--- config.mk ---
export PLATFORM = sky130hd
export DESIGN_NAME = bus_control_pin_mux
export DESIGN_NICKNAME = d
export VERILOG_FILES = /design/src/rtl/port_ctl_pkg.sv /design/src/rtl/bus_control_pin_mux.sv
export SDC_FILE = /design/constraint.sdc
export NUM_CORES = 1
export LEC_CHECK = 0
export BUFFER_PORTS_ARGS = -buffer_cell sky130_fd_sc_hd__buf_2
export CORE_MARGIN = 1
export CORE_UTILIZATION = 42
export CTS_CLUSTER_DIAMETER = 30
export DETAILED_ROUTE_END_ITERATION = 8
export PLACE_DENSITY = 0.9
export SLEW_MARGIN = 20
export SYNTH_ARGS = -nofsm -noshare
export SYNTH_HDL_FRONTEND = slang
export SYNTH_SLANG_ARGS = --single-unit
--- constraint.sdc ---
create_clock -name hclk -period 4 [get_ports hclk]
set_input_delay 0.4 -clock hclk [delete_from_list [all_inputs] [get_ports hclk]]
set_output_delay 0.4 -clock hclk [all_outputs]
set_load 0.01 [all_outputs]
--- src/rtl/port_ctl_pkg.sv ---
package port_ctl_pkg;

   // Operating modes, taken from the mode input.
   typedef enum logic [2:0]
   {
      MODE_NORMAL_SINGLE,
      MODE_SPECIAL_SINGLE,
      MODE_NORMAL_EXPANDED_NARROW,
      MODE_NORMAL_EXPANDED_WIDE,
      MODE_SPECIAL_EXPANDED_NARROW,
      MODE_SPECIAL_EXPANDED_WIDE,
      MODE_PERIPHERAL,
      MODE_SPARE
   } op_mode_e;

   // Register word indexes. The assignment register offset is 0x0A, not a
   // multiple of four, so every offset is an index and the byte address is four times it.
   localparam logic [7:0] PIN_ASSIGN_INDEX = 8'h0A;
   localparam logic [7:0] PULL_UP_INDEX    = 8'h0C;
   localparam logic [7:0] LOW_DRIVE_INDEX  = 8'h0D;
   localparam logic [7:0] STATUS_INDEX     = 8'h0E;

   // Bit positions inside the assignment register.
   localparam int NO_DATA_ENABLE_BIT  = 7;
   localparam int CLOCK_TEST_BIT      = 6;
   localparam int PIPE_STATUS_BIT     = 5;
   localparam int NO_EXT_ECLK_BIT     = 4;
   localparam int LOW_STROBE_BIT      = 3;
   localparam int READ_WRITE_BIT      = 2;
   localparam int CAL_REF_BIT         = 1;
   localparam int DATA_ENABLE_SEL_BIT = 0;

   // Bit positions inside the pull and drive registers.
   localparam int PORT_H_BIT = 6;
   localparam int PORT_G_BIT = 5;
   localparam int PORT_E_BIT = 4;
   localparam int PORT_B_BIT = 1;
   localparam int PORT_A_BIT = 0;

   // Reset values of the assignment register per mode, then pull and drive reset values and write masks.
   localparam logic [7:0] ASSIGN_RESET_NORMAL_EXP = 8'h00;
   localparam logic [7:0] ASSIGN_RESET_SPECIAL    = 8'h2C;
   localparam logic [7:0] ASSIGN_RESET_PERIPHERAL = 8'hD0;
   localparam logic [7:0] ASSIGN_RESET_NORMAL_SC  = 8'h90;
   localparam logic [7:0] PULL_UP_RESET           = 8'h00;
   localparam logic [7:0] LOW_DRIVE_RESET         = 8'h00;
   localparam logic [7:0] PULL_UP_MASK            = 8'h73;
   localparam logic [7:0] LOW_DRIVE_MASK          = 8'h73;

   localparam logic [1:0] HTRANS_NONSEQ = 2'h2;
   localparam logic [2:0] HSIZE_WORD    = 3'h2;

   // Signals from the core that the alternate pin functions carry.
   typedef struct packed
   {
      logic       eclk;
      logic       eclk_stretch_control;
      logic       data_bus_enable;
      logic       queue_status_1;
      logic       queue_status_0;
      logic       low_byte_strobe;
      logic       read_write;
      logic       clock_generator_test;
      logic       calibration_reference;
   } bus_signals_s;

   // Port E pin drive: output value and active-low output enable.
   typedef struct packed
   {
      logic [7:0] dout;
      logic [7:0] oe_n;
   } pin_drive_s;

endpackage : port_ctl_pkg

--- src/rtl/bus_control_pin_mux.sv ---
// Overview of operation
// - Alternate function overrides the direction bit.
// - Normal single-chip reset sets only no-enable bits.
// - Normal expanded reset clears all assignment bits.
// - Special reset enables pipe, strobe, read/write.
// - Peripheral mode hides register; clock test on pin6.
// - Write-once normal; special ignores first write.
// - Clock test and no-eclk stricter; no-eclk writable on any write in special single-chip.
// - Pin 7 data enable, else calibration or I/O.
// - Clock test on pin 6; pipe status wins.
// - Pipe status on pins 6,5 in expanded modes.
// - Pin 4 E clock, stretch gates in single-chip.
// - E clock pin input only in peripheral mode.
// - Low strobe on pin 3 except normal narrow/single.
// - Narrow normal expanded drives pin 3 high.
// - Read/write on pin 2 outside single-chip.
// - Calibration enable writable on every write outside peripheral mode, drives pin 7.
// - Data enable select picks enable or inverted E.
// - Inverted E clock mirrors E clock.
// - Pull enables act only on input pins.
// - Ports A, B pulls off when bus.
// - Reduced drive per port, write-once normal.
// - Pull and drive registers hidden in peripheral.
//
// Decided for this implementation: register access over AHB-Lite.
module bus_control_pin_mux
(
   // AHB-Lite slave.
   input  wire logic                       hclk,
   input  wire logic                       hresetn,
   input  wire logic                       hsel,
   input  wire logic [31:0]                haddr,
   input  wire logic [1:0]                 htrans,
   input  wire logic                       hwrite,
   input  wire logic [2:0]                 hsize,
   input  wire logic [31:0]                hwdata,
   input  wire logic                       hready,
   output logic      [31:0]                hrdata,
   output logic                            hreadyout,
   output logic                            hresp,
   // Mode and core signals.
   input  wire port_ctl_pkg::op_mode_e     op_mode,
   input  wire port_ctl_pkg::bus_signals_s bus_in,
   // General-purpose port E settings.
   input  wire logic [7:0]                 gpio_dout,
   input  wire logic [7:0]                 bus_control_port_direction,
   input  wire logic [7:0]                 pin_in,
   // Pin drive and pad controls.
   output port_ctl_pkg::pin_drive_s        pin_out,
   output logic [7:0]                      pull_enable,
   output logic                            port_a_pull_active,
   output logic                            port_b_pull_active,
   output logic                            port_g_pull_active,
   output logic                            port_h_pull_active,
   output logic [4:0]                      low_drive,
   output logic                            low_byte_tag
);
   import port_ctl_pkg::*;

   function automatic logic mode_special(input op_mode_e m);
      return m == MODE_SPECIAL_SINGLE || m == MODE_SPECIAL_EXPANDED_NARROW || m == MODE_SPECIAL_EXPANDED_WIDE;
   endfunction : mode_special

   function automatic logic mode_single(input op_mode_e m);
      return m == MODE_NORMAL_SINGLE || m == MODE_SPECIAL_SINGLE;
   endfunction : mode_single

   function automatic logic mode_expanded(input op_mode_e m);
      return m == MODE_NORMAL_EXPANDED_NARROW || m == MODE_NORMAL_EXPANDED_WIDE ||
             m == MODE_SPECIAL_EXPANDED_NARROW || m == MODE_SPECIAL_EXPANDED_WIDE;
   endfunction : mode_expanded

   // Reset value of the assignment register for a mode.
   function automatic logic [7:0] assign_reset(input op_mode_e m);
      if (m == MODE_PERIPHERAL)
         return ASSIGN_RESET_PERIPHERAL;
      else if (m == MODE_NORMAL_SINGLE)
         return ASSIGN_RESET_NORMAL_SC;
      else if (mode_special(m))
         return ASSIGN_RESET_SPECIAL;
      else
         return ASSIGN_RESET_NORMAL_EXP;
   endfunction : assign_reset

   // Writes are allowed by a write-once / except-first policy.
   function automatic logic once_ok(input logic special, input logic written);
      return special ? written : !written;
   endfunction : once_ok

   logic [7:0]  pin_assign_reg;
   logic [7:0]  pin_assign_next;
   logic [7:0]  pull_up_reg;
   logic [7:0]  pull_up_next;
   logic [7:0]  low_drive_reg;
   logic [7:0]  low_drive_next;
   logic        assign_written_reg;
   logic        drive_written_reg;
   logic        loaded_reg;
   logic        wr_pend_reg;
   logic [7:0]  wr_index_reg;
   logic [31:0] hrdata_reg;

   wire         mode_spec  = mode_special(op_mode);
   wire         mode_sc    = mode_single(op_mode);
   wire         mode_exp   = mode_expanded(op_mode);
   wire         mode_per   = (op_mode == MODE_PERIPHERAL);
   wire         mode_nsc   = (op_mode == MODE_NORMAL_SINGLE);
   wire         mode_nexp  = (op_mode == MODE_NORMAL_EXPANDED_NARROW) || (op_mode == MODE_NORMAL_EXPANDED_WIDE);
   wire         mode_nnar  = (op_mode == MODE_NORMAL_EXPANDED_NARROW);

   wire         addr_phase = hsel && hready && (htrans == HTRANS_NONSEQ);
   wire [7:0]   req_index  = {2'h0, haddr[7:2]};
   wire         word_ok    = (haddr[1:0] == 2'h0) && (hsize == HSIZE_WORD);
   wire         rd_take    = addr_phase && !hwrite && word_ok;
   wire         wr_take    = addr_phase && hwrite && word_ok;

   // Per-bit write permission masks for the assignment register.
   wire         once_a     = once_ok(mode_spec, assign_written_reg);
   wire         once_d     = once_ok(mode_spec, drive_written_reg);
   wire         no_external_eclk_ok   = mode_nsc ? !assign_written_reg : (op_mode == MODE_SPECIAL_SINGLE);
   wire         clock_test_enable_ok   = mode_spec && assign_written_reg;
   wire [7:0]   assign_wmask = {once_a, clock_test_enable_ok, once_a, no_external_eclk_ok, once_a, once_a, 1'b1, once_a};
   wire         assign_vis = !mode_per;
   wire         pad_vis    = !mode_per;

   wire         wr_assign  = wr_pend_reg && (wr_index_reg == PIN_ASSIGN_INDEX) && assign_vis;
   wire         wr_pull    = wr_pend_reg && (wr_index_reg == PULL_UP_INDEX) && pad_vis;
   wire         wr_drive   = wr_pend_reg && (wr_index_reg == LOW_DRIVE_INDEX) && pad_vis;

   assign pin_assign_next = wr_assign ?
                            ((hwdata[7:0] & assign_wmask) | (pin_assign_reg & ~assign_wmask)) : pin_assign_reg;
   assign pull_up_next    = wr_pull ? (hwdata[7:0] & PULL_UP_MASK) : pull_up_reg;
   assign low_drive_next  = (wr_drive && once_d) ? (hwdata[7:0] & LOW_DRIVE_MASK) : low_drive_reg;

   wire [31:0]  rd_value =
      (req_index == PIN_ASSIGN_INDEX && assign_vis) ? {24'h000000, pin_assign_reg} :
      (req_index == PULL_UP_INDEX && pad_vis)       ? {24'h000000, pull_up_reg} :
      (req_index == LOW_DRIVE_INDEX && pad_vis)     ? {24'h000000, low_drive_reg} :
      (req_index == STATUS_INDEX)                   ? {29'h00000000, drive_written_reg, assign_written_reg, loaded_reg} :
                                                      32'h00000000;

   // The assignment register loads its mode-dependent reset value on the first edge after reset.
   always_ff @(posedge hclk or negedge hresetn)
   begin
      if (!hresetn)
      begin
         loaded_reg         <= 1'b0;
         pin_assign_reg     <= 8'h00;
         pull_up_reg        <= PULL_UP_RESET;
         low_drive_reg      <= LOW_DRIVE_RESET;
         assign_written_reg <= 1'b0;
         drive_written_reg  <= 1'b0;
      end
      else if (!loaded_reg)
      begin
         loaded_reg     <= 1'b1;
         pin_assign_reg <= assign_reset(op_mode);
      end
      else
      begin
         pin_assign_reg <= pin_assign_next;
         pull_up_reg    <= pull_up_next;
         low_drive_reg  <= low_drive_next;
         if (wr_assign)
            assign_written_reg <= 1'b1;
         if (wr_drive)
            drive_written_reg <= 1'b1;
      end
   end

   // Bus slave: zero wait states, reads registered at the address phase.
   always_ff @(posedge hclk or negedge hresetn)
   begin
      if (!hresetn)
      begin
         wr_pend_reg  <= 1'b0;
         wr_index_reg <= 8'h00;
         hrdata_reg   <= 32'h00000000;
      end
      else
      begin
         wr_pend_reg  <= wr_take && loaded_reg;
         wr_index_reg <= req_index;
         if (rd_take)
            hrdata_reg <= rd_value;
      end
   end

   assign hrdata    = hrdata_reg;
   assign hreadyout = 1'b1;
   assign hresp     = 1'b0;

   // Effective alternate functions.
   wire nde      = pin_assign_reg[NO_DATA_ENABLE_BIT];
   wire dbe_on   = mode_exp && !nde;
   wire cal_on   = !dbe_on && pin_assign_reg[CAL_REF_BIT];
   wire pipe_on  = mode_exp && pin_assign_reg[PIPE_STATUS_BIT];
   wire cgm_on   = !pipe_on && pin_assign_reg[CLOCK_TEST_BIT] && !mode_sc && !mode_nexp;
   wire eclk_on  = !pin_assign_reg[NO_EXT_ECLK_BIT] && !(mode_sc && bus_in.eclk_stretch_control);
   wire lstr_on  = pin_assign_reg[LOW_STROBE_BIT] && !mode_sc && !mode_nnar;
   wire rdw_on   = pin_assign_reg[READ_WRITE_BIT] && !mode_sc;
   wire pin7_val = !pin_assign_reg[DATA_ENABLE_SEL_BIT] ? bus_in.data_bus_enable : !bus_in.eclk;

   wire [7:0] alt_sel = {dbe_on || cal_on, pipe_on || cgm_on, pipe_on, eclk_on || mode_per,
                         lstr_on || mode_nnar, rdw_on, 2'b00};
   wire [7:0] alt_oe  = {dbe_on || cal_on, pipe_on || cgm_on, pipe_on, eclk_on && !mode_per,
                         lstr_on || mode_nnar, rdw_on, 2'b00};
   wire [7:0] alt_val = {dbe_on ? pin7_val : bus_in.calibration_reference,
                         pipe_on ? bus_in.queue_status_1 : bus_in.clock_generator_test,
                         bus_in.queue_status_0, bus_in.eclk,
                         lstr_on ? bus_in.low_byte_strobe : 1'b1, bus_in.read_write, 2'b00};
   wire [7:0] gpio_oe = bus_control_port_direction & 8'hFC;
   wire [7:0] drv_oe  = (alt_sel & alt_oe) | (~alt_sel & gpio_oe);
   wire [7:0] drv_val = (alt_sel & alt_val) | (~alt_sel & gpio_dout);

   assign pin_out.dout = drv_val;
   assign pin_out.oe_n = ~drv_oe;

   // Pull-ups on port E pins 7 and 3..0 only where the pin is an input.
   assign pull_enable = {8{pull_up_reg[PORT_E_BIT]}} & 8'h8F & ~drv_oe;
   assign port_a_pull_active = pull_up_reg[PORT_A_BIT] && !mode_exp && !mode_per;
   assign port_b_pull_active = pull_up_reg[PORT_B_BIT] && !mode_exp && !mode_per;
   assign port_g_pull_active = pull_up_reg[PORT_G_BIT];
   assign port_h_pull_active = pull_up_reg[PORT_H_BIT];
   assign low_drive = {low_drive_reg[PORT_H_BIT], low_drive_reg[PORT_G_BIT], low_drive_reg[PORT_E_BIT],
                       low_drive_reg[PORT_B_BIT], low_drive_reg[PORT_A_BIT]};
   // The tag is sampled by the debug logic at the falling E edge.
   assign low_byte_tag = lstr_on && mode_spec && mode_exp && !pin_in[3];

   alt_override_a : assert property (@(posedge hclk) disable iff (!hresetn)
      alt_sel[2] && rdw_on |-> !pin_out.oe_n[2] && pin_out.dout[2] == bus_in.read_write)
      else $error("read/write pin not driven");
   reset_value_a : assert property (@(posedge hclk) disable iff (!hresetn)
      $rose(loaded_reg) |-> pin_assign_reg == assign_reset($past(op_mode)))
      else $error("assignment reset value wrong");
   per_hidden_a : assert property (@(posedge hclk) disable iff (!hresetn)
      mode_per && rd_take && req_index == PIN_ASSIGN_INDEX |=> hrdata == 32'h00000000)
      else $error("register visible in peripheral mode");
   once_write_a : assert property (@(posedge hclk) disable iff (!hresetn)
      wr_assign && !mode_spec && assign_written_reg && !mode_nsc |=> $stable(pin_assign_reg[5:2]))
      else $error("write-once bit changed twice");
   cgm_never_a : assert property (@(posedge hclk) disable iff (!hresetn)
      loaded_reg && !mode_spec |=> $stable(pin_assign_reg[CLOCK_TEST_BIT]) || !$past(loaded_reg))
      else $error("clock test bit written in normal mode");
   pipe_prio_a : assert property (@(posedge hclk) disable iff (!hresetn)
      pipe_on |-> pin_out.dout[6] == bus_in.queue_status_1 && !pin_out.oe_n[5])
      else $error("pipe status not on pins");
   eclk_dir_a : assert property (@(posedge hclk) disable iff (!hresetn)
      mode_per |-> pin_out.oe_n[4])
      else $error("E clock driven in peripheral mode");
   narrow_high_a : assert property (@(posedge hclk) disable iff (!hresetn)
      mode_nnar |-> !pin_out.oe_n[3] && pin_out.dout[3])
      else $error("narrow strobe pin not high");
   cal_any_a : assert property (@(posedge hclk) disable iff (!hresetn)
      wr_assign |=> pin_assign_reg[CAL_REF_BIT] == $past(hwdata[CAL_REF_BIT]))
      else $error("calibration bit not written");
   pull_input_a : assert property (@(posedge hclk) disable iff (!hresetn)
      pull_enable[7] |-> pin_out.oe_n[7])
      else $error("pull on output pin");

   // Reset values of the assignment register, checked per mode group.
   nsc_reset_a : assert property (@(posedge hclk) disable iff (!hresetn)
      $rose(loaded_reg) && mode_nsc |-> pin_assign_reg == ASSIGN_RESET_NORMAL_SC)
      else $error("normal single-chip reset value wrong");

   nexp_reset_a : assert property (@(posedge hclk) disable iff (!hresetn)
      $rose(loaded_reg) && mode_nexp |-> pin_assign_reg == ASSIGN_RESET_NORMAL_EXP)
      else $error("normal expanded reset value wrong");

   spec_reset_a : assert property (@(posedge hclk) disable iff (!hresetn)
      $rose(loaded_reg) && mode_spec |-> pin_assign_reg == ASSIGN_RESET_SPECIAL)
      else $error("special reset value wrong");

   per_reset_a : assert property (@(posedge hclk) disable iff (!hresetn)
      $rose(loaded_reg) && mode_per |-> pin_assign_reg == ASSIGN_RESET_PERIPHERAL)
      else $error("peripheral reset value wrong");

   per_nowrite_a : assert property (@(posedge hclk) disable iff (!hresetn)
      mode_per && loaded_reg |=> $stable(pin_assign_reg))
      else $error("assignment changed in peripheral mode");

   // Write permissions of the assignment register.
   spec_first_a : assert property (@(posedge hclk) disable iff (!hresetn)
      wr_assign && mode_spec && !assign_written_reg |=> (pin_assign_reg & 8'hFD) == ($past(pin_assign_reg) & 8'hFD))
      else $error("first special write not ignored");

   normal_once_a : assert property (@(posedge hclk) disable iff (!hresetn)
      wr_assign && !mode_spec && !assign_written_reg |=> (pin_assign_reg & 8'hAD) == ($past(hwdata[7:0]) & 8'hAD))
      else $error("first normal write not taken");

   spec_later_a : assert property (@(posedge hclk) disable iff (!hresetn)
      wr_assign && mode_spec && assign_written_reg |=> (pin_assign_reg & 8'hEF) == ($past(hwdata[7:0]) & 8'hEF))
      else $error("later special write not taken");

   no_external_eclk_never_a : assert property (@(posedge hclk) disable iff (!hresetn)
      wr_assign && !mode_sc |=> $stable(pin_assign_reg[NO_EXT_ECLK_BIT]))
      else $error("no-eclk bit written outside single-chip");

   no_external_eclk_spec_a : assert property (@(posedge hclk) disable iff (!hresetn)
      wr_assign && op_mode == MODE_SPECIAL_SINGLE |=> pin_assign_reg[NO_EXT_ECLK_BIT] == $past(hwdata[NO_EXT_ECLK_BIT]))
      else $error("no-eclk bit not writable in special single-chip");

   // Pin 7 functions.
   dbe_pin_a : assert property (@(posedge hclk) disable iff (!hresetn)
      mode_exp && !nde && !pin_assign_reg[DATA_ENABLE_SEL_BIT]
      |-> !pin_out.oe_n[7] && pin_out.dout[7] == bus_in.data_bus_enable)
      else $error("data enable not on pin 7");

   inv_eclk_a : assert property (@(posedge hclk) disable iff (!hresetn)
      mode_exp && !nde && pin_assign_reg[DATA_ENABLE_SEL_BIT] |-> !pin_out.oe_n[7] && pin_out.dout[7] != bus_in.eclk)
      else $error("inverted E clock not on pin 7");

   cal_pin_a : assert property (@(posedge hclk) disable iff (!hresetn)
      (!mode_exp || nde) && pin_assign_reg[CAL_REF_BIT]
      |-> !pin_out.oe_n[7] && pin_out.dout[7] == bus_in.calibration_reference)
      else $error("calibration reference not on pin 7");

   // Pins 6 down to 2.
   cgm_pin_a : assert property (@(posedge hclk) disable iff (!hresetn)
      pin_assign_reg[CLOCK_TEST_BIT] && !pin_assign_reg[PIPE_STATUS_BIT] && !mode_sc && !mode_nexp
      |-> !pin_out.oe_n[6] && pin_out.dout[6] == bus_in.clock_generator_test)
      else $error("clock test not on pin 6");

   pipe_gpio_a : assert property (@(posedge hclk) disable iff (!hresetn)
      !(mode_exp && pin_assign_reg[PIPE_STATUS_BIT]) |-> pin_out.oe_n[5] == !bus_control_port_direction[5])
      else $error("pin 5 not general I/O");

   eclk_out_a : assert property (@(posedge hclk) disable iff (!hresetn)
      !mode_per && !pin_assign_reg[NO_EXT_ECLK_BIT] && !(mode_sc && bus_in.eclk_stretch_control)
      |-> !pin_out.oe_n[4] && pin_out.dout[4] == bus_in.eclk)
      else $error("E clock not on pin 4");

   eclk_gpio_a : assert property (@(posedge hclk) disable iff (!hresetn)
      pin_assign_reg[NO_EXT_ECLK_BIT] && !mode_per |-> pin_out.oe_n[4] == !bus_control_port_direction[4])
      else $error("pin 4 not general I/O");

   strobe_pin_a : assert property (@(posedge hclk) disable iff (!hresetn)
      pin_assign_reg[LOW_STROBE_BIT] && !mode_sc && !mode_nnar
      |-> !pin_out.oe_n[3] && pin_out.dout[3] == bus_in.low_byte_strobe)
      else $error("low strobe not on pin 3");

   strobe_gpio_a : assert property (@(posedge hclk) disable iff (!hresetn)
      mode_sc |-> pin_out.oe_n[3] == !bus_control_port_direction[3])
      else $error("pin 3 not general I/O in single-chip");

   rw_pin_a : assert property (@(posedge hclk) disable iff (!hresetn)
      pin_assign_reg[READ_WRITE_BIT] && !mode_sc |-> !pin_out.oe_n[2])
      else $error("read/write pin not output");

   rw_gpio_a : assert property (@(posedge hclk) disable iff (!hresetn)
      mode_sc |-> pin_out.oe_n[2] == !bus_control_port_direction[2])
      else $error("pin 2 not general I/O in single-chip");

   // Pad controls.
   pull_gpio_a : assert property (@(posedge hclk) disable iff (!hresetn)
      pull_up_reg[PORT_E_BIT] && pin_out.oe_n[0] |-> pull_enable[0])
      else $error("pull missing on input pin");

   pull_out_a : assert property (@(posedge hclk) disable iff (!hresetn)
      pull_enable[3] |-> pin_out.oe_n[3])
      else $error("pull on driven pin 3");

   bus_pull_a : assert property (@(posedge hclk) disable iff (!hresetn)
      mode_exp |-> !port_a_pull_active && !port_b_pull_active)
      else $error("bus port pull active");

   drive_once_a : assert property (@(posedge hclk) disable iff (!hresetn)
      wr_drive && !mode_spec && drive_written_reg |=> $stable(low_drive_reg))
      else $error("drive register written twice");

   drive_first_a : assert property (@(posedge hclk) disable iff (!hresetn)
      wr_drive && mode_spec && !drive_written_reg |=> $stable(low_drive_reg))
      else $error("first special drive write taken");

   pad_hidden_a : assert property (@(posedge hclk) disable iff (!hresetn)
      mode_per && loaded_reg |=> $stable(pull_up_reg) && $stable(low_drive_reg))
      else $error("pad register changed in peripheral mode");

   pad_read_a : assert property (@(posedge hclk) disable iff (!hresetn)
      mode_per && rd_take && req_index != STATUS_INDEX |=> hrdata == 32'h00000000)
      else $error("pad register visible in peripheral mode");

   // The write flags only ever rise until the next reset.
   flag_keep_a : assert property (@(posedge hclk) disable iff (!hresetn)
      assign_written_reg |=> assign_written_reg)
      else $error("assignment write flag cleared");

   flag_set_a : assert property (@(posedge hclk) disable iff (!hresetn)
      wr_assign |=> assign_written_reg)
      else $error("assignment write flag not set");

   drive_flag_a : assert property (@(posedge hclk) disable iff (!hresetn)
      wr_drive |=> drive_written_reg)
      else $error("drive write flag not set");

endmodule : bus_control_pin_mux

==> impl_metrics.ini <==
[sta]
slew_headroom = 0.467
layout_min_cycle_time_ns = 2.14
fin_skew_ns = 0.00782
rsz0062_at_grt = false
fin_setup_tns_ns = 0
worstMarginPinSlew_ns = 0.800
drv_slew = 0
setup_viol = 0
hold_violations = 0
period_share = 0.534
fmax_mhz = 468

[finish]
multi_input_area_um2 = 1110
n_antenna_cell = 0
layout_commonest_cell = buf_2
final_cell_mix = buf_2, dfrtp_1, conb_1
final_layout_size_suffix_gt1_frac = 0.341
fillers = 488
regArea_um2 = 901
layout-area-overhead-vs-synth_pct = 19.3
nets = 427
fin_cells = 387

[power]
netSwitchingFraction = 0.273
max-vdd-ir-drop_uv = 216
p_int_uw = 566
combPwrFrac = 0.166
p_clk_frac = 0.339
power_frac_seq = 0.495
p_sw_uw = 213
p_per_area_nw_per_um2 = 296
p_leak_nw = 1.43

[floorplan]
ios = 178
die-width_um = 74.5
coreArea_um2 = 5070
dieArea_um2 = 5550
rows = 26
initial_core_util = 0.435
die_height_um = 74.5

[place]
dpl.hpwl_mm = 4.16
port_buffers = 85
gp_congestion = 0.927
placedCellCount = 379

[cts]
cts_root_buf = clkbuf_8
cts_setup_buffers = 0
post_cts_resized = 0
htreeDepth = 2
clock_path_buffers = 2
clock_latency_ns = 0.30
path_clk_slew_ns = 0.07
ctsHoldBuffers = 0
cts_tree = done
numCtsBuffers = 5
cts_sinks = 36

[synth]
yosysUniqueCellTypes = 46
synthCells = 236
synthAdderAreaFrac = 0.00567
synth_async_sr_flop_share = 1.00
yosysWarnings = 0
synthFlopType = dfrtp_1
avgSynthCellArea_um2 = 9.35
synth_mux_area_frac = 0.107
synth_seq_cells = 36
yosys.area_share.xor_xnor = 0.0119
ys_seq_area_frac = 0.408
synth-edff-count = 0
synth_top_family_by_area = simple AND/OR/NAND/NOR gates
syn-cell-area_um2 = 2210
synth_compound_area_frac = 0.141
synth_simple_gate_area_share = 0.184

[worst_setup_path]
cp.required_ns = 4.18
critPathLaunchType = register
cp.buffers_inverters = 1
r2r_end = pull_up_reg[0]
cpPeakStageDelay_ns = 0.63
rr_worst_depth = 4
r2r_slack_ns = 1.86
crit_slowest_cell = dfrtp_1
cp_top_family = simple AND/OR/NAND/NOR gates
r2r-start = loaded_reg
worst-setup-path-type = register to register
crit_fanout = 13
arrival_ns = 2.32
crit_chain = inv_1 -> nor3b_1 -> and3b_1 -> mux2_2
critPathCaptureType = register

[global_route]
grt_max_degree = 37
antenna_found_initial = 0
grt_first_pass_wirelength_mm = 7.87
grt_pass1_vias = 1688
grt_util_all_layers = 0.194
overflow = 0

[drt]
drtAntennaViolNets = 0
vias = 1932
finalWirelength_mm = 5.22
drtIter0Drc = 96
route.detailed.drc = 0
firstDrtPassIters = 4
wl_per_cell_um = 13.5
viasPerCell = 4.99

[job]
maxCapViolCount = 0

[status]
status = complete, no violations

[hold_path]
min_path_type = input port to async pin
cell type report:
type | count | share of cell area
timing repair buffer | 85 | 0.162
tap | 70 | 0.0333
clock buffer | 8 | 0.0342
sequential | 36 | 0.342
inverter | 4 | 0.00571
multi-input combinational | 184 | 0.423
synth_stat cells, types with 3 or more instances:
library cell | number | area (um^2)
dfrtp_1 | 36 | 901
buf_4 | 35 | 263
nand2_1 | 27 | 101
a21oi_1 | 13 | 65.1
mux2_2 | 13 | 146
nor2_1 | 11 | 41.3
o21ai_0 | 11 | 55.1
mux2i_1 | 9 | 90.1
o21ai_1 | 6 | 30.0
clkbuf_1 | 5 | 18.8
and2_1 | 4 | 25.0
inv_1 | 4 | 15.0
nand2b_1 | 4 | 25.0
nand3_1 | 4 | 20.0
nor2b_1 | 4 | 25.0
a21o_1 | 3 | 22.5
a22oi_1 | 3 | 22.5
a31oi_1 | 3 | 18.8
and3_1 | 3 | 18.8
nor3b_1 | 3 | 22.5
per-stage QoR:
step	util	setup slack, ns	power [mW]	hold slack [ns]	cell area, um^2
2_1_floorplan	-	1.90	0.485	0.104	2320
3_3_place_gp	0.501	1.72	0.516	0.460	2540
3_5_place_dp	0.501	1.68	0.521	0.471	2540
4_1_cts	0.518	1.87	0.783	0.212	2630
5_1_grt	0.518	1.70	0.829	0.212	2630
6_report	0.518	1.86	0.779	0.190	2630
how the worst max path moves through the flow:
stage | start | to | slack, ns | depth (start not counted)
6_report | loaded_reg | pull_up_reg[0] | 1.86 | 4
5_1_grt | loaded_reg | pull_up_reg[5] | 1.70 | 4
4_1_cts | loaded_reg | pull_up_reg[0] | 1.87 | 4
3_5_place_dp | haddr[0] | hrdata[0] | 1.68 | 6
3_3_place_gp | haddr[0] | hrdata[0] | 1.72 | 6
2_1_floorplan | haddr[0] | hrdata[0] | 1.90 | 6
power by group through the flow:
stage	Clock, mW	Sequential, mW	Combinational, mW
finish	0.264	0.386	0.129
global route	0.295	0.387	0.147
CTS	0.268	0.386	0.129
detailed placement	0	0.393	0.129
global placement	0	0.392	0.124
floorplan	0	0.387	0.0975
cells by family (layout without fill, tap and decap cells):
| family | count (synthesis) | after routing |
|---|---|---|
| XOR/XNOR | 3 | 3 |
| multiplexers | 22 | 22 |
| adder cells (fa/ha/maj) | 1 | 1 |
| AND/OR/NAND/NOR | 75 | 75 |
| buffers and inverters | 46 | 97 |
| other | 2 | 32 |
| AO/OA/AOI/OAI | 51 | 51 |
| flip-flops | 36 | 36 |
routing by layer:
metal	share of wire	GRT usage	up-vias
li1	-	-	925
met1	0.42	0.258	905
met2	0.49	0.314	95
met3	0.074	0.0501	7
met4	0.0092	0.0566	0
met5	0	0	-
Power figures use the tool's default switching activity.
